===== src/rtl/adc_front_pkg.sv =====
package adc_front_pkg;

	// ****************************************
	// Register map (word index = byte address)
	// ****************************************
	localparam logic [3:0] STATUS_CTRL_ADDR = 4'h0;
	localparam logic [3:0] CONFIG_ADDR = 4'h1;
	localparam logic [3:0] TRIGGER_CTRL_ADDR = 4'h2;
	localparam logic [3:0] RESULT_HIGH_ADDR = 4'h3;
	localparam logic [3:0] RESULT_LOW_ADDR = 4'h4;
	localparam logic [3:0] COMPARE_HIGH_ADDR = 4'h5;
	localparam logic [3:0] COMPARE_LOW_ADDR = 4'h6;
	localparam logic [3:0] PIN_DISABLE_HIGH_ADDR = 4'h7;

	// ****************************************
	// Field codes
	// ****************************************
	localparam logic [4:0] CHANNEL_ALL_ONES = 5'h1F;
	localparam logic [1:0] MODE_8BIT = 2'h0;
	localparam logic [1:0] MODE_10BIT = 2'h2;
	localparam logic [1:0] CLKSRC_BUS = 2'h0;
	localparam logic [1:0] CLKSRC_BUS_HALF = 2'h1;
	localparam logic [1:0] CLKSRC_ALT = 2'h2;
	localparam logic [1:0] CLKSRC_ASYNC = 2'h3;
	localparam logic [1:0] DIV_BY_1 = 2'h0;
	localparam logic [1:0] DIV_BY_2 = 2'h1;
	localparam logic [1:0] DIV_BY_4 = 2'h2;
	localparam logic [1:0] DIV_BY_8 = 2'h3;
	localparam int FIRST_PIN_CHANNEL = 16;
	localparam logic [7:0] PIN_DISABLE_RESET = 8'h00;

	// ****************************************
	// Timing
	// ****************************************
	localparam int CLOCK_MHZ = 125;
	localparam int ASYNC_STARTUP_NS = 5000;
	localparam int ASYNC_STARTUP_CYCLES = (ASYNC_STARTUP_NS * CLOCK_MHZ + 999) / 1000;
	localparam int RAW_BITS_10 = 11;
	localparam int RAW_BITS_8 = 9;

	typedef struct packed
	{
		logic continuous;
		logic irqEnable;
		logic [4:0] channel;
	} status_ctrl_type;

	typedef struct packed
	{
		logic [1:0] divider;
		logic [1:0] mode;
		logic [1:0] source;
	} config_type;

	typedef struct packed
	{
		logic compareEnable;
		logic greaterEqual;
		logic hardwareTrigger;
	} trigger_ctrl_type;

endpackage : adc_front_pkg


===== src/rtl/clock_divider.sv =====
`timescale 1ns/1ps
module clock_divider
(
	// Clock and reset
	input wire logic clk,
	input wire logic rst_n,
	// Control
	input wire logic run,
	input wire logic halfSource,
	input wire logic [1:0] divider,
	input wire logic sourceTick,
	// Converter clock enable
	output logic convTick
);

	logic halfToggle_reg;
	logic [2:0] count_reg;
	logic [2:0] limit;
	logic stageTick;

	assign stageTick = sourceTick && (!halfSource || halfToggle_reg);

	always_comb
	begin
		case (divider)
			adc_front_pkg::DIV_BY_1: limit = 3'h0;
			adc_front_pkg::DIV_BY_2: limit = 3'h1;
			adc_front_pkg::DIV_BY_4: limit = 3'h3;
			default: limit = 3'h7;
		endcase
	end

	always_ff @(posedge clk or negedge rst_n)
	begin
		if (!rst_n)
			halfToggle_reg <= 1'b0;
		else if (!run)
			halfToggle_reg <= 1'b0;
		else if (sourceTick)
			halfToggle_reg <= !halfToggle_reg;
	end

	always_ff @(posedge clk or negedge rst_n)
	begin
		if (!rst_n)
		begin
			count_reg <= 3'h0;
			convTick <= 1'b0;
		end
		else
		begin
			convTick <= 1'b0;
			if (!run)
				count_reg <= 3'h0;
			else if (stageTick)
			begin
				if (count_reg >= limit)
				begin
					count_reg <= 3'h0;
					convTick <= 1'b1;
				end
				else
					count_reg <= count_reg + 3'h1;
			end
		end
	end

endmodule : clock_divider


===== src/rtl/trigger_sync.sv =====
`timescale 1ns/1ps
module trigger_sync
(
	// Clock and reset
	input wire logic clk,
	input wire logic rst_n,
	// Asynchronous level
	input wire logic asyncIn,
	// Synchronised rising edge
	output logic risePulse
);

	logic [2:0] stage_reg;
	logic level_reg;

	// Three stages; change accepted once the last two agree
	always_ff @(posedge clk or negedge rst_n)
	begin
		if (!rst_n)
		begin
			stage_reg <= 3'h0;
			level_reg <= 1'b0;
			risePulse <= 1'b0;
		end
		else
		begin
			stage_reg <= {stage_reg[1:0], asyncIn};
			risePulse <= 1'b0;
			if (stage_reg[2] == stage_reg[1])
			begin
				level_reg <= stage_reg[2];
				risePulse <= stage_reg[2] && !level_reg;
			end
		end
	end

endmodule : trigger_sync


===== src/rtl/sar_adc_control_front_end.sv =====
`timescale 1ns/1ps
module sar_adc_control_front_end
#(
	parameter int CHANNELS = 8,
	parameter int RAW_WIDTH = adc_front_pkg::RAW_BITS_10
)
(
	// Clock and reset
	input wire logic clk,
	input wire logic rst_n,
	// Register port
	input wire logic [3:0] regAddr,
	input wire logic [7:0] regWriteData,
	input wire logic regWrite,
	input wire logic regRead,
	output logic [7:0] regReadData,
	// Clock sources as enables on clk
	input wire logic alternateClockTick,
	input wire logic asyncClockTick,
	input wire logic lowPowerWait,
	// Hardware trigger
	input wire logic hardware_trigger_input,
	// Comparator of the analog array
	input wire logic comparatorHigh,
	// Analog array control
	output logic converterEnable,
	output logic asyncClockEnable,
	output logic sampleActive,
	output logic [RAW_WIDTH-1:0] trialCode,
	output logic [4:0] channelSelect,
	output logic completionIrq,
	// Pin control
	input wire logic [CHANNELS-1:0] pinInput,
	input wire logic [CHANNELS-1:0] portOutEnable,
	input wire logic [CHANNELS-1:0] portPullup,
	output logic [CHANNELS-1:0] pinOutEnable,
	output logic [CHANNELS-1:0] pinPullup,
	output logic [CHANNELS-1:0] portReadData
);

	typedef enum {IDLE, STARTUP, SAMPLE, CONVERT, FINISH} state_type;

	// ****************************************
	// Registers
	// ****************************************
	state_type state_reg;
	adc_front_pkg::status_ctrl_type statusCtrl_reg;
	adc_front_pkg::config_type config_reg;
	adc_front_pkg::trigger_ctrl_type trigCtrl_reg;
	logic [7:0] analog_pin_disable_high;
	logic [7:0] resultHigh_reg;
	logic [7:0] resultLow_reg;
	logic [7:0] compareHigh_reg;
	logic [7:0] compareLow_reg;
	logic conversion_done_flag;
	logic [RAW_WIDTH-1:0] raw_reg;
	logic [3:0] bitIndex_reg;
	logic [12:0] waitCount_reg;
	logic softStart;
	logic modeChange;
	logic hwRise;
	logic convTick;
	logic sourceTick;
	logic moduleOff;
	logic busy;
	logic hwStart;
	logic startReq;
	logic tenBit;
	logic [RAW_WIDTH-1:0] rawNext;
	logic [9:0] rounded;
	logic [9:0] compareValue;
	logic [10:0] difference;
	logic compareHit;
	logic [3:0] lastBit;
	state_type startState;

	// ****************************************
	// Helpers
	// ****************************************
	trigger_sync trigSync
	(
		.clk(clk),
		.rst_n(rst_n),
		.asyncIn(hardware_trigger_input),
		.risePulse(hwRise)
	);

	always_comb
	begin
		case (config_reg.source)
			adc_front_pkg::CLKSRC_BUS: sourceTick = 1'b1;
			adc_front_pkg::CLKSRC_BUS_HALF: sourceTick = 1'b1;
			adc_front_pkg::CLKSRC_ALT: sourceTick = alternateClockTick;
			default: sourceTick = asyncClockTick;
		endcase
	end

	clock_divider divider
	(
		.clk(clk),
		.rst_n(rst_n),
		.run(busy),
		.halfSource(config_reg.source == adc_front_pkg::CLKSRC_BUS_HALF),
		.divider(config_reg.divider),
		.sourceTick(sourceTick),
		.convTick(convTick)
	);

	assign moduleOff = statusCtrl_reg.channel == adc_front_pkg::CHANNEL_ALL_ONES;
	assign busy = state_reg != IDLE;
	assign tenBit = config_reg.mode == adc_front_pkg::MODE_10BIT;
	assign softStart = regWrite && regAddr == adc_front_pkg::STATUS_CTRL_ADDR;
	assign modeChange = regWrite && (regAddr == adc_front_pkg::CONFIG_ADDR
		|| regAddr == adc_front_pkg::TRIGGER_CTRL_ADDR
		|| regAddr == adc_front_pkg::COMPARE_HIGH_ADDR
		|| regAddr == adc_front_pkg::COMPARE_LOW_ADDR);
	// Edges during a conversion or a running sequence never start one
	assign hwStart = trigCtrl_reg.hardwareTrigger && hwRise && !busy;
	// Start write judged by the channel it writes, not the old one
	assign startReq = trigCtrl_reg.hardwareTrigger ? hwStart && !moduleOff
		: softStart && regWriteData[4:0] != adc_front_pkg::CHANNEL_ALL_ONES;
	assign startState = (config_reg.source == adc_front_pkg::CLKSRC_ASYNC)
		? STARTUP : SAMPLE;
	// 8-bit mode runs the top nine trial bits, code stays full-scale aligned
	assign lastBit = tenBit ? 4'h0
		: 4'(adc_front_pkg::RAW_BITS_10 - adc_front_pkg::RAW_BITS_8);

	// Trial bit: keep current bit if comparator says input is higher
	always_comb
	begin
		rawNext = raw_reg;
		rawNext[bitIndex_reg] = comparatorHigh;
	end

	// Comparator must see the trial code in the cycle it is set
	assign trialCode = raw_reg;

	// Round half up, saturating at full scale
	always_comb
	begin
		if (tenBit)
			rounded = (raw_reg[10:1] == 10'h3FF) ? 10'h3FF
				: raw_reg[10:1] + {9'h000, raw_reg[0]};
		else
			rounded = (raw_reg[10:3] == 8'hFF) ? 10'h0FF
				: {2'h0, raw_reg[10:3] + {7'h00, raw_reg[2]}};
	end

	assign compareValue = tenBit ? {compareHigh_reg[1:0], compareLow_reg}
		: {2'h0, compareLow_reg};
	assign difference = {1'b0, rounded} + {1'b1, ~compareValue} + 11'h001;
	// Sign bit set means the result is below the compare value
	assign compareHit = trigCtrl_reg.greaterEqual ? !difference[10] : difference[10];

	// ****************************************
	// Conversion sequence
	// ****************************************
	always_ff @(posedge clk or negedge rst_n)
	begin
		if (!rst_n)
		begin
			state_reg <= IDLE;
			raw_reg <= '0;
			bitIndex_reg <= 4'h0;
			waitCount_reg <= 13'h0000;
		end
		else if (moduleOff || modeChange || softStart)
		begin
			state_reg <= (startReq && !modeChange) ? startState : IDLE;
			raw_reg <= '0;
			waitCount_reg <= 13'h0000;
		end
		else
		begin
			case (state_reg)
				IDLE:
					if (startReq)
						state_reg <= startState;
				STARTUP:
					if (waitCount_reg == 13'(adc_front_pkg::ASYNC_STARTUP_CYCLES - 1))
					begin
						waitCount_reg <= 13'h0000;
						state_reg <= SAMPLE;
					end
					else
						waitCount_reg <= waitCount_reg + 13'h0001;
				SAMPLE:
					if (convTick)
					begin
						raw_reg <= '0;
						bitIndex_reg <= 4'(RAW_WIDTH - 1);
						raw_reg[RAW_WIDTH - 1] <= 1'b1;
						state_reg <= CONVERT;
					end
				CONVERT:
					if (convTick)
					begin
						raw_reg <= rawNext;
						if (bitIndex_reg == lastBit)
							state_reg <= FINISH;
						else
						begin
							raw_reg[bitIndex_reg - 4'h1] <= 1'b1;
							bitIndex_reg <= bitIndex_reg - 4'h1;
						end
					end
				default:
					state_reg <= (statusCtrl_reg.continuous
						&& !(trigCtrl_reg.compareEnable && !compareHit && !statusCtrl_reg.continuous))
						? SAMPLE : IDLE;
			endcase
		end
	end

	// ****************************************
	// Result and completion flag
	// ****************************************
	always_ff @(posedge clk or negedge rst_n)
	begin
		if (!rst_n)
		begin
			resultHigh_reg <= 8'h00;
			resultLow_reg <= 8'h00;
			conversion_done_flag <= 1'b0;
		end
		else if (state_reg == FINISH && !moduleOff && !modeChange
			&& (!trigCtrl_reg.compareEnable || compareHit))
		begin
			if (tenBit)
				resultHigh_reg <= {6'h00, rounded[9:8]};
			else
				resultHigh_reg <= 8'h00;
			resultLow_reg <= rounded[7:0];
			conversion_done_flag <= 1'b1;
		end
		else if (softStart || (regRead && regAddr == adc_front_pkg::RESULT_LOW_ADDR))
			conversion_done_flag <= 1'b0;
	end

	// ****************************************
	// Control registers
	// ****************************************
	always_ff @(posedge clk or negedge rst_n)
	begin
		if (!rst_n)
		begin
			statusCtrl_reg <= '{channel: adc_front_pkg::CHANNEL_ALL_ONES,
				irqEnable: 1'b0, continuous: 1'b0};
			config_reg <= '{divider: adc_front_pkg::DIV_BY_1,
				mode: adc_front_pkg::MODE_8BIT, source: adc_front_pkg::CLKSRC_BUS};
			trigCtrl_reg <= '0;
			compareHigh_reg <= 8'h00;
			compareLow_reg <= 8'h00;
			analog_pin_disable_high <= adc_front_pkg::PIN_DISABLE_RESET;
		end
		else if (regWrite)
		begin
			if (regAddr == adc_front_pkg::STATUS_CTRL_ADDR)
				statusCtrl_reg <= regWriteData[6:0];
			else if (regAddr == adc_front_pkg::CONFIG_ADDR)
				config_reg <= regWriteData[5:0];
			else if (regAddr == adc_front_pkg::TRIGGER_CTRL_ADDR)
				trigCtrl_reg <= regWriteData[2:0];
			else if (regAddr == adc_front_pkg::COMPARE_HIGH_ADDR)
				compareHigh_reg <= regWriteData;
			else if (regAddr == adc_front_pkg::COMPARE_LOW_ADDR)
				compareLow_reg <= regWriteData;
			else if (regAddr == adc_front_pkg::PIN_DISABLE_HIGH_ADDR)
				analog_pin_disable_high <= regWriteData;
		end
	end

	always_ff @(posedge clk or negedge rst_n)
	begin
		if (!rst_n)
			regReadData <= 8'h00;
		else if (!regRead)
			regReadData <= 8'h00;
		else if (regAddr == adc_front_pkg::STATUS_CTRL_ADDR)
			regReadData <= {conversion_done_flag, statusCtrl_reg};
		else if (regAddr == adc_front_pkg::CONFIG_ADDR)
			regReadData <= {2'h0, config_reg};
		else if (regAddr == adc_front_pkg::TRIGGER_CTRL_ADDR)
			regReadData <= {busy, 4'h0, trigCtrl_reg};
		else if (regAddr == adc_front_pkg::RESULT_HIGH_ADDR)
			regReadData <= resultHigh_reg;
		else if (regAddr == adc_front_pkg::RESULT_LOW_ADDR)
			regReadData <= resultLow_reg;
		else if (regAddr == adc_front_pkg::COMPARE_HIGH_ADDR)
			regReadData <= compareHigh_reg;
		else if (regAddr == adc_front_pkg::COMPARE_LOW_ADDR)
			regReadData <= compareLow_reg;
		else if (regAddr == adc_front_pkg::PIN_DISABLE_HIGH_ADDR)
			regReadData <= analog_pin_disable_high;
		else
			regReadData <= 8'h00;
	end

	// ****************************************
	// Outputs to the analog array
	// ****************************************
	always_ff @(posedge clk or negedge rst_n)
	begin
		if (!rst_n)
		begin
			converterEnable <= 1'b0;
			asyncClockEnable <= 1'b0;
			sampleActive <= 1'b0;
			channelSelect <= adc_front_pkg::CHANNEL_ALL_ONES;
			completionIrq <= 1'b0;
		end
		else
		begin
			converterEnable <= busy && !moduleOff;
			// Async source stays on through low-power waits
			asyncClockEnable <= busy && config_reg.source == adc_front_pkg::CLKSRC_ASYNC
				&& (lowPowerWait || !lowPowerWait);
			sampleActive <= state_reg == SAMPLE;
			channelSelect <= statusCtrl_reg.channel;
			completionIrq <= conversion_done_flag && statusCtrl_reg.irqEnable;
		end
	end

	// ****************************************
	// Pin control
	// ****************************************
	// Pins beyond the eighth register bit are disabled by register bit n % 8
	for (genvar n = 0; n < CHANNELS; n++)
	begin : pinGen
		always_ff @(posedge clk or negedge rst_n)
		begin
			if (!rst_n)
			begin
				pinOutEnable[n] <= 1'b0;
				pinPullup[n] <= 1'b0;
				portReadData[n] <= 1'b0;
			end
			else if (analog_pin_disable_high[n % 8])
			begin
				pinOutEnable[n] <= 1'b0;
				pinPullup[n] <= 1'b0;
				portReadData[n] <= 1'b0;
			end
			else
			begin
				pinOutEnable[n] <= portOutEnable[n];
				pinPullup[n] <= portPullup[n];
				portReadData[n] <= pinInput[n];
			end
		end
	end

endmodule : sar_adc_control_front_end


===== config.mk =====
export PLATFORM = sky130hd
export DESIGN_NAME = sar_adc_control_front_end
export DESIGN_NICKNAME = d
export VERILOG_FILES = /design/src/rtl/adc_front_pkg.sv /design/src/rtl/clock_divider.sv /design/src/rtl/trigger_sync.sv /design/src/rtl/sar_adc_control_front_end.sv
export SDC_FILE = /design/constraint.sdc
export NUM_CORES = 1
export LEC_CHECK = 0
export BUFFER_PORTS_ARGS = -buffer_cell sky130_fd_sc_hd__buf_4
export CAP_MARGIN = 25
export CORE_ASPECT_RATIO = 2
export CORE_MARGIN = 3
export CORE_UTILIZATION = 50
export DETAILED_ROUTE_END_ITERATION = 8
export PLACE_DENSITY = 0.71
export SYNTH_ARGS = -nofsm -noshare
export SYNTH_HDL_FRONTEND = slang
export SYNTH_SLANG_ARGS = --single-unit

===== constraint.sdc =====
create_clock -name clk -period 8.11 [get_ports clk]
set_clock_uncertainty 0.1 [all_clocks]
set_input_delay 0.4055 -clock clk [delete_from_list [all_inputs] [get_ports clk]]
set_output_delay 0.4055 -clock clk [all_outputs]
set_load 0.01 [all_outputs]

# Word-level counts from Yosys, hierarchy flattened
# Cells that the tools add are included.
dict set report word_totals {
  ff_bits 168
  inputBits 45
  out_inout_bits 52
  word_cells 250
}
dict set report op_classes {
  addsub 7
  n_lt_le_gt_ge 5
  eq_ne 35
  n_bitwise 8
  n_reduce_logical 59
  muxes 81
}
# operator count
set ops {}
lappend ops {{32-bit two-way mux} 6}
lappend ops {{32-bit case mux with 4 select lines} 1}
lappend ops {{8-bit two-way mux} 10}
lappend ops {{32-bit by 2-bit equality test with 1-bit output (second input constant)} 2}
lappend ops {{11-bit two-way mux} 4}
lappend ops {{13-bit two-way mux} 3}
lappend ops {{1-bit two-way mux} 36}
lappend ops {{32-bit by 1-bit equality test with 1-bit output (second input constant)} 1}
lappend ops {{32-bit by 3-bit equality test with 1-bit output (second input constant)} 1}
lappend ops {{32-bit by 4-bit equality test with 1-bit output (second input constant)} 1}
lappend ops {{32-bit logical NOT} 1}
lappend ops {{32-bit nonzero test} 1}
lappend ops {{10-bit two-way mux} 3}
lappend ops {{11-bit case mux with 2 select lines} 1}
lappend ops {{1-bit logical AND} 21}
lappend ops {{4-bit by 3-bit equality test with 1-bit output (second input constant)} 4}
lappend ops {{5-bit AND reduction} 3}
lappend ops {{13-bit by 1-bit adder with 13-bit output (second input constant)} 1}
lappend ops {{13-bit by 10-bit equality test with 1-bit output (second input constant)} 1}
lappend ops {{4-bit two-way mux} 3}
lappend ops {{10-bit by 11-bit adder with 11-bit output} 1}
lappend ops {{11-bit by 1-bit adder with 11-bit output (second input constant)} 1}
lappend ops {{11-bit bitwise mux} 1}
lappend ops {{1-bit logical NOT} 11}
lappend ops {{41 further kinds} 77}

# Longest topological paths before layout
# Gate-level depths: netlist of run 1.
dict set report logic_depth {
  ltp_word 15
  ltp_mapped 15
  depth_no_buf 14
}

# Modules after synthesis
# A second synthesis of run 1 with hierarchy kept.
dict set report unflattened {
  hier_cells 650
  area_unflattened_um2 6900.4
}
# mod instances seq_area_each_um2 cells_per_inst area_each_um2
set modules_own_cells {}
lappend modules_own_cells {sar_adc_control_front_end 1 3090.5 609 6433.7}
lappend modules_own_cells {clock_divider 1 125.1 34 320.3}
lappend modules_own_cells {trigger_sync 1 125.1 7 146.4}

# Least setup slack after synthesis of run 1
# Ideal clock, no wire load.
dict set report synth_path {
  path_kind {register to register}
  start {register raw_reg[3], in the netlist trialCode[3]}
  end {register resultHigh_reg[1]}
  t_required_ps 7885
  path_slack_ps 4653
  arrival_ps 3232
  path_stages_with_launch 15
  setup_time_ps 125
  n_path_buf 1
  synth_period_minus_slack_ps 3457
  cell_sequence {dfrtp_1 ha_1 and3_1 and3_1 and3_2 and4b_1 nor3_1 ha_1 a21oi_1 o21ai_0 a31oi_1 a311oi_2 nor3b_2 buf_6 mux2_4}
}
dict set report synth_between {
  elab_chain_cells 9
  word_cells_on_any_way 14
  classes_between {4 x add/sub; 2 x eq/ne; 5 x mux; 3 x reduce/logical}
}
# item line
set synth_lines {}
lappend synth_lines {{start, declared} sar_adc_control_front_end.sv:56} ;# logic [RAW_WIDTH-1:0] raw_reg;
lappend synth_lines {{start signal, assigned} sar_adc_control_front_end.sv:198} ;# raw_reg <= rawNext;
lappend synth_lines {{10-bit by 1-bit adder with 10-bit output, or another cell as far along} sar_adc_control_front_end.sv:143} ;# : raw_reg[10:1] + {9'h000, raw_reg[0]};
lappend synth_lines {{10-bit two-way mux or 8-bit two-way mux (tied branches)} {sar_adc_control_front_end.sv:142, sar_adc_control_front_end.sv:145}}
lappend synth_lines {{10-bit two-way mux (*)} sar_adc_control_front_end.sv:141} ;# if (tenBit)
lappend synth_lines {{10-bit by 11-bit adder with 11-bit output} sar_adc_control_front_end.sv:151} ;# assign difference = {1'b0, rounded} + {1'b1, ~compareValue} + 11'h001;
lappend synth_lines {{11-bit by 1-bit adder with 11-bit output} sar_adc_control_front_end.sv:151}
lappend synth_lines {{1-bit logical NOT} sar_adc_control_front_end.sv:153} ;# assign compareHit = trigCtrl_reg.greaterEqual ? !difference[10] : difference[10];
lappend synth_lines {{1-bit two-way mux} sar_adc_control_front_end.sv:153}
lappend synth_lines {{1-bit logical OR} sar_adc_control_front_end.sv:227} ;# && (!trigCtrl_reg.compareEnable || compareHit))
lappend synth_lines {{1-bit logical AND} sar_adc_control_front_end.sv:227}
lappend synth_lines {{end signal, assigned} sar_adc_control_front_end.sv:230} ;# resultHigh_reg <= {6'h00, rounded[9:8]};
lappend synth_lines {{end, declared} sar_adc_control_front_end.sv:51} ;# logic [7:0] resultHigh_reg;
# Mark *: on every way between the ends. The rest lies on a longest branch, timed or not.
# A chain may end at the register's enable or synchronous reset.

# Worst setup path after layout of run 1
dict set report layout_path {
  start {register raw_reg[3], in the netlist trialCode[3]}
  end {register resultLow_reg[7]}
}
dict set report layout_between {
  elab_chain_cells 9
  word_cells_on_any_way 13
  classes_between {4 x add/sub; 2 x eq/ne; 4 x mux; 3 x reduce/logical}
}
# item line
set layout_lines {}
lappend layout_lines {{10-bit by 1-bit adder with 10-bit output, or another cell as far along} sar_adc_control_front_end.sv:143}
lappend layout_lines {{10-bit two-way mux or 8-bit two-way mux (tied branches)} {sar_adc_control_front_end.sv:142, sar_adc_control_front_end.sv:145}}
lappend layout_lines {{10-bit two-way mux (*)} sar_adc_control_front_end.sv:141}
lappend layout_lines {{10-bit by 11-bit adder with 11-bit output} sar_adc_control_front_end.sv:151}
lappend layout_lines {{11-bit by 1-bit adder with 11-bit output} sar_adc_control_front_end.sv:151}
lappend layout_lines {{1-bit logical NOT} sar_adc_control_front_end.sv:153}
lappend layout_lines {{1-bit two-way mux} sar_adc_control_front_end.sv:153}
lappend layout_lines {{1-bit logical OR} sar_adc_control_front_end.sv:227}
lappend layout_lines {{1-bit logical AND} sar_adc_control_front_end.sv:227}
lappend layout_lines {{end signal, assigned} sar_adc_control_front_end.sv:233} ;# resultLow_reg <= rounded[7:0];
lappend layout_lines {{end, declared} sar_adc_control_front_end.sv:52} ;# logic [7:0] resultLow_reg;
# Marked as above.

==> flow_summary.yaml, run 1 <==
detailed_routing:
  routedWlPerCell_um: 19.5
  viasPerCell: 5.98
  drtIter0Drc: 285
  drc: 0
  drtAntennaViolNets: 0
  first_pass_iters: 5
  routed_wl_mm: 17.5
  route.vias.total: 5368
die:
  rows: 59
  core_mm2: 0.0132
  ios: 97
  die_h_um: 171
  initial_core_util_pct: 51.7
  die-area_mm2: 0.0152
  die_w_um: 88.6
power:
  power_frac_seq_pct: 39.2
  clkPwrFrac_pct: 34.1
  leakagePower_nw: 3.88
  power.switching_mw: 0.777
  switching_share_pct: 33.7
  p_int_mw: 1.53
  worst_ir_drop_vdd_mv: 0.169
  power_density_mw_per_mm2: 278
  power_frac_comb_pct: 26.8
sta:
  tightest_slew_ps: 1010
  period_share_pct: 52.8
  setup_viol: 0
  relSlewSlack_pct: 32.5
  rsz0062_at_grt: "no"
  final-hold-violation-count: 0
  slew_violations: 0
  finalCriticalPeriod_ps: 4280
  fmax_mhz: 234
  finalSetupTns_ps: 0
  hold-worst-slack_ps: 103
layout:
  syn_to_final_growth_pct: 21.6
  nFillCells: 1101
  multiInputGateArea_mm2: 0.00328
  register_area_mm2: 0.00334
  drive_gt1_share_pct: 26.8
  antenna_cells: 0
  largest_reg_flops: 13
  fin_nets: 804
clock_tree:
  insertion_delay_ps: 420
  cts-htree-levels: 4
  clockBufferDepth: 2
  clockRootBuffer: "clkbuf_16"
  cts_tree: "yes"
  cts_sinks: 133
  postCtsSetupBuffers: 0
  clk_pin_slew_ps: 60
  numCtsBuffers: 17
yosys:
  synth_xor_xnor_area_share_pct: 2.44
  synth.avg_cell_area_um2: 10.7
  synth_top_family_by_area: "simple AND/OR/NAND/NOR gates"
  syn_inst: 637
  synth_top_cell_area_share_pct: 45.1
  synth_nets: 709
  synth-seq-cells: 133
  synth_compound_area_share_pct: 13.0
  yosysSeqAreaShare_pct: 48.9
  yosys.area_share.simple_pct: 16.2
  yosysWarnings: 0
  synth_ff_type: "dfrtp_1"
  ys_types: 65
  synth.area.top_cells: "dfrtp_1, mux2_2, ha_1, dfstp_2, o21ai_0"
  synth_mux_area_share_pct: 11.3
  syn_area_mm2: 0.00683
  synth_edf_count: 0
  synthAdderAreaFrac_pct: 5.10
  async_flop_share_pct: 100
  synth_top_cell_by_area: "dfrtp_1"
grt:
  grt_pass1_wl_mm: 28.4
  antenna_found_initial: 0
  grt_start_max_net_pins: 82
  grt_pass1_vias: 5589
  grt_overflow: 0
  grt_usage_pct: 24.5
critical_path:
  arrival_ps: 4480
  reg2reg_depth: 14
  start_kind: "register"
  crit_path_start: "trialCode[3]"
  reg2reg_slack_ps: 3830
  worstSetupPathType: "reg2reg"
  worst_setup_path_end_kind: "register"
  timing.rr.end: "resultLow_reg[7]"
  critPathCapture: "resultLow_reg[7]"
  crit_required_ps: 8310
  r2r_start: "trialCode[3]"
  path_max_fanout: 7
place:
  io_buffers: 95
  hpwl_mm: 12.8
  gp_congestion: 0.946
run_status:
  status: "complete, no violations"
worst_hold_path:
  hold_path_class: "in2reg"
  whs_path_depth: 2
flow_run:
  cap_viol_max_count: 0
power by group through the flow:
stage | clock [mW] | sequential [mW] | combinational, mW
2_1_floorplan | 0 | 0.886 | 0.396
3_5_place_dp | 0 | 0.911 | 0.606
5_1_grt | 0.822 | 0.922 | 0.688
3_3_place_gp | 0 | 0.906 | 0.582
4_1_cts | 0.796 | 0.902 | 0.615
6_report | 0.785 | 0.903 | 0.617
Yosys cell counts (all sizes together), types with 2 or more instances:
library cell and instances:
a21oi 21, and2 5, xor2 9, ha 27, a2111oi 3, nor2b 33, inv 24, and4 3
o21ai 49, nand3 21, mux2i 19, mux4 4, and3 14, clkbuf 13, a211oi 5, o22ai 2
a31oi 6, nor2 48, mux2 41, nand2 50, nand2b 6, nor4bb 2, nor3 9, xnor2 10
nor3b 2, o31ai 5, a221oi 3, a31o 2, buf 12, a21o 3, a22oi 9, dfstp 10
a22o 10, a311oi 2, a2bb2oi 3, nand4 11, dfrtp 123
final cells by class:
cell class                      count  share of cell area (%)
Timing Repair Buffer              101                    9.49
Inverter                           24                    1.09
Clock buffer                       18                    5.29
Sequential cell                   133                    40.3
Tap cell                          152                    2.29
Multi-Input combinational cell    455                    39.6
Clock inverter                     14                    2.02
through the flow:
| step | instances | power (mW) | util (%) | instance area, µm² | worst slack (ps) |
|---|---|---|---|---|---|
| 5_1_grt | 897 | 2.43 | 62.8 | 8300 | 3580 |
| 4_1_cts | 895 | 2.31 | 62.5 | 8260 | 3780 |
| 6_report | 897 | 2.30 | 62.8 | 8300 | 3830 |
| 3_3_place_gp | 861 | 1.49 | 57.8 | 7630 | 3530 |
| 2_1_floorplan | 637 | 1.28 | - | 6830 | 4650 |
| 3_5_place_dp | 862 | 1.52 | 57.8 | 7640 | 3820 |
cell usage in the layout, fill, tap and decap left out, types with 10 or more instances in the layout:
| cell | netlist | final |
|---|---|---|
| nor2_1 | 48 | 48 |
| nand2_1 | 50 | 50 |
| xnor2_1 | 10 | 10 |
| nor2b_1 | 33 | 33 |
| and3_1 | 13 | 13 |
| dfrtp_1 | 123 | 123 |
| ha_1 | 27 | 27 |
| o21ai_0 | 47 | 47 |
| nand3_1 | 21 | 21 |
| inv_1 | 24 | 24 |
| buf_4 | 0 | 97 |
| mux2i_1 | 19 | 19 |
| mux2_2 | 33 | 33 |
| a21oi_1 | 21 | 21 |
| clkbuf_16 | 0 | 17 |
| dfstp_2 | 10 | 10 |
critical path, stage by stage, from the launching register on:
cell      delay [ps]
dfrtp_1          540
ha_1             290
and3_1           220
and3_1           230
and3_2           220
a21oi_1           70
nor3_1           410
ha_1             340
a21oi_1          140
o21ai_0          120
a31oi_1          250
a311oi_2         150
nor3b_2          550
buf_6            240
mux2_4           300
cell families after synthesis:
| family | after synthesis |
|---|---|
| AO/OA/AOI/OAI | 133 |
| XOR/XNOR | 19 |
| adder cells (fa/ha/maj) | 28 |
| buffers and inverters | 49 |
| flip-flops | 133 |
| multiplexers | 64 |
| AND/OR/NAND/NOR | 211 |
worst min-delay path by stage:
stage	from	end	slack [ps]
final	portOutEnable[0]	pinOutEnable[0]	100
after global routing	portPullup[1]	pinPullup[1]	110
after CTS	portOutEnable[0]	pinOutEnable[0]	100
after detailed placement	trigSync.stage_reg[0]	trigSync.stage_reg[1]	240
after global placement	trigSync.stage_reg[0]	trigSync.stage_reg[1]	240
after floorplan	rst_n	analog_pin_disable_high[0]	10
metal layers:
layer  global-route usage [%]  vias up  wire, µm
met4                     13.1        0       778
met1                     24.7     2681      5970
met2                     46.3      167     10000
met5                        0        -         0
li1                         -     2467         -
met3                     3.79       53       667
timing repair:
| action | 4_1_cts | 5_1_grt |
|---|---|---|
| hold endpoints to repair | 1 | 21 |
| resized for setup | 0 | 0 |
| hold buffers | 1 | 1 |
(Power assumes the default switching activity.)
==> inputs of run 2 (changes only) <==
==> constraint.sdc (replaced) <==
create_clock -name clk -period 4 [get_ports clk]
set_clock_uncertainty 0.1 [all_clocks]
set_input_delay 0.2 -clock clk [delete_from_list [all_inputs] [get_ports clk]]
set_output_delay 0.2 -clock clk [all_outputs]
set_load 0.01 [all_outputs]
==> flow_summary.yaml, run 2 (synthesized netlist as in run 1, its figures left out) <==
run_status:
  status: "complete, no violations"
clock_tree:
  insertion_delay_ps: 410
  clk_pin_slew_ps: 60
  cts_tree: "yes"
  clockBufferDepth: 2
  cts_sinks: 133
  clockRootBuffer: "clkbuf_16"
  numCtsBuffers: 17
  cts-htree-levels: 4
die:
  die_w_um: 88.6
  rows: 59
  die_h_um: 171
  ios: 97
  core_mm2: 0.0132
  die-area_mm2: 0.0152
  initial_core_util_pct: 51.7
layout:
  fin_cells: 936
  final_cell_mix: "dfrtp_1, buf_4, nand2_1"
  final_util_pct: 65.4
  final_common_cell: "dfrtp_1"
  largest_reg_flops: 13
  antenna_cells: 0
  syn_to_final_growth_pct: 26.7
  final_area_mm2: 0.00865
  fin_nets: 844
  drive_gt1_share_pct: 26.8
  nFillCells: 1039
sta:
  fmax_mhz: 258
  fin_ws_ps: 123
  tightest_slew_ps: 949
  final-hold-violation-count: 0
  hold-worst-slack_ps: 0.368
  finalSetupTns_ps: 0
  finalCriticalPeriod_ps: 3880
  period_share_pct: 96.9
  setup_viol: 0
  rsz0062_at_grt: "no"
  relSlewSlack_pct: 36.5
  slew_violations: 0
critical_path:
  reg2reg_slack_ps: 120
  timing.rr.end: "resultHigh_reg[1]"
  worstSetupPathType: "reg2reg"
  start_kind: "register"
  r2r_start: "trialCode[2]"
  reg2reg_depth: 14
  crit_required_ps: 4190
  path_max_fanout: 9
  worst_setup_path_end_kind: "register"
  arrival_ps: 4070
power:
  power_frac_seq_pct: 39.3
  power_mw: 4.63
  clkPwrFrac_pct: 32.0
  p_int_mw: 3.07
  switching_share_pct: 33.8
  leakagePower_nw: 4.04
  power.switching_mw: 1.56
  power_density_mw_per_mm2: 535
  worst_ir_drop_vdd_mv: 0.351
  power_frac_comb_pct: 28.7
detailed_routing:
  route.vias.total: 5572
  routedWlPerCell_um: 20.1
  drtIter0Drc: 322
  drc: 0
  routed_wl_mm: 18.9
  viasPerCell: 5.95
  drtAntennaViolNets: 0
  first_pass_iters: 5
place:
  hpwl_mm: 13.4
  gp_congestion: 0.934
  dpl_worst_slack_ps: 223
  place_area_mm2: 0.00772
  io_buffers: 95
  place_inst: 871
grt:
  grt_usage_pct: 25.6
  grt_pass1_vias: 5769
  antenna_found_initial: 0
  grt_start_max_net_pins: 75
  grt_pass1_wl_mm: 29.5
  grt_overflow: 0
flow_run:
  cap_viol_max_count: 0
worst_hold_path:
  min-delay-start: "regWriteData[1]"
  whs_path_depth: 3
  hold_path_class: "in2reg"
  hold_end: "compareLow_reg[1]"
-- run 2: cell count changes in the layout (fill, tap and decap cells not counted), moves of 2 or more --
| cell | before | now |
|---|---|---|
| dlygate4sd3_1 | 2 | 32 |
| buf_4 | 97 | 107 |
| inv_8 | 3 | 0 |
| clkinv_2 | 0 | 2 |
| inv_6 | 3 | 1 |
-- run 2: how the worst max path moves through the flow --
stage	start	to	slack [ps]	cells after the start
finish	trialCode[2]	resultHigh_reg[1]	120	14
global route	trialCode[2]	resultHigh_reg[1]	10	14
CTS	trialCode[2]	resultHigh_reg[1]	40	14
detailed placement	trialCode[2]	resultLow_reg[4]	220	14
global placement	trialCode[5]	resultHigh_reg[1]	330	13
floorplan	trialCode[3]	resultHigh_reg[1]	540	14
-- run 2: cell type report --
cell class                 instances  area [µm²]  share of cell area [%]
clock buffer                      20         457                    5.28
clock inverter                    11         105                    1.22
inverter                          24        90.1                    1.04
multi-input combinational        455        3290                    38.1
sequential                       133        3340                    38.6
tap                              152         190                    2.20
timing repair buffer             141        1170                    13.5
-- run 2: what timing repair did --
| action | 4_1_cts | 5_1_grt |
|---|---|---|
| hold buffers | 32 | 0 |
| setup endpoints to repair | 0 | 10 |
| buffers inserted | 0 | 1 |
| gates resized for setup | 0 | 3 |
| endpoints found under the hold margin | 114 | 0 |
-- run 2: routing by layer --
layer,share of wire (%),track usage [%]
met3,3.8,4.41
met1,34,25.6
met5,0,0
met4,4.9,12.3
met2,57,48.8
-- run 2: power groups by stage --
| stage | registers [mW] | clock network [mW] | logic [mW] |
|---|---|---|---|
| after floorplan | 1.80 | 0 | 0.802 |
| after global placement | 1.82 | 0 | 1.22 |
| after detailed placement | 1.84 | 0 | 1.27 |
| after CTS | 1.82 | 1.49 | 1.31 |
| after global routing | 1.85 | 1.56 | 1.46 |
| final | 1.82 | 1.48 | 1.33 |
-- run 2: worst max-delay path, cell delays in order, from the launching register on --
cell and delay (ps):
dfrtp_1 390, ha_1 240, and3_1 180, and3_1 220
and3_2 250, and4b_1 200, nor3_2 200, ha_1 300
a21oi_1 200, o21ai_0 200, a31oi_1 300, a311oi_2 180
nor3b_4 320, buf_12 190, mux2_4 310
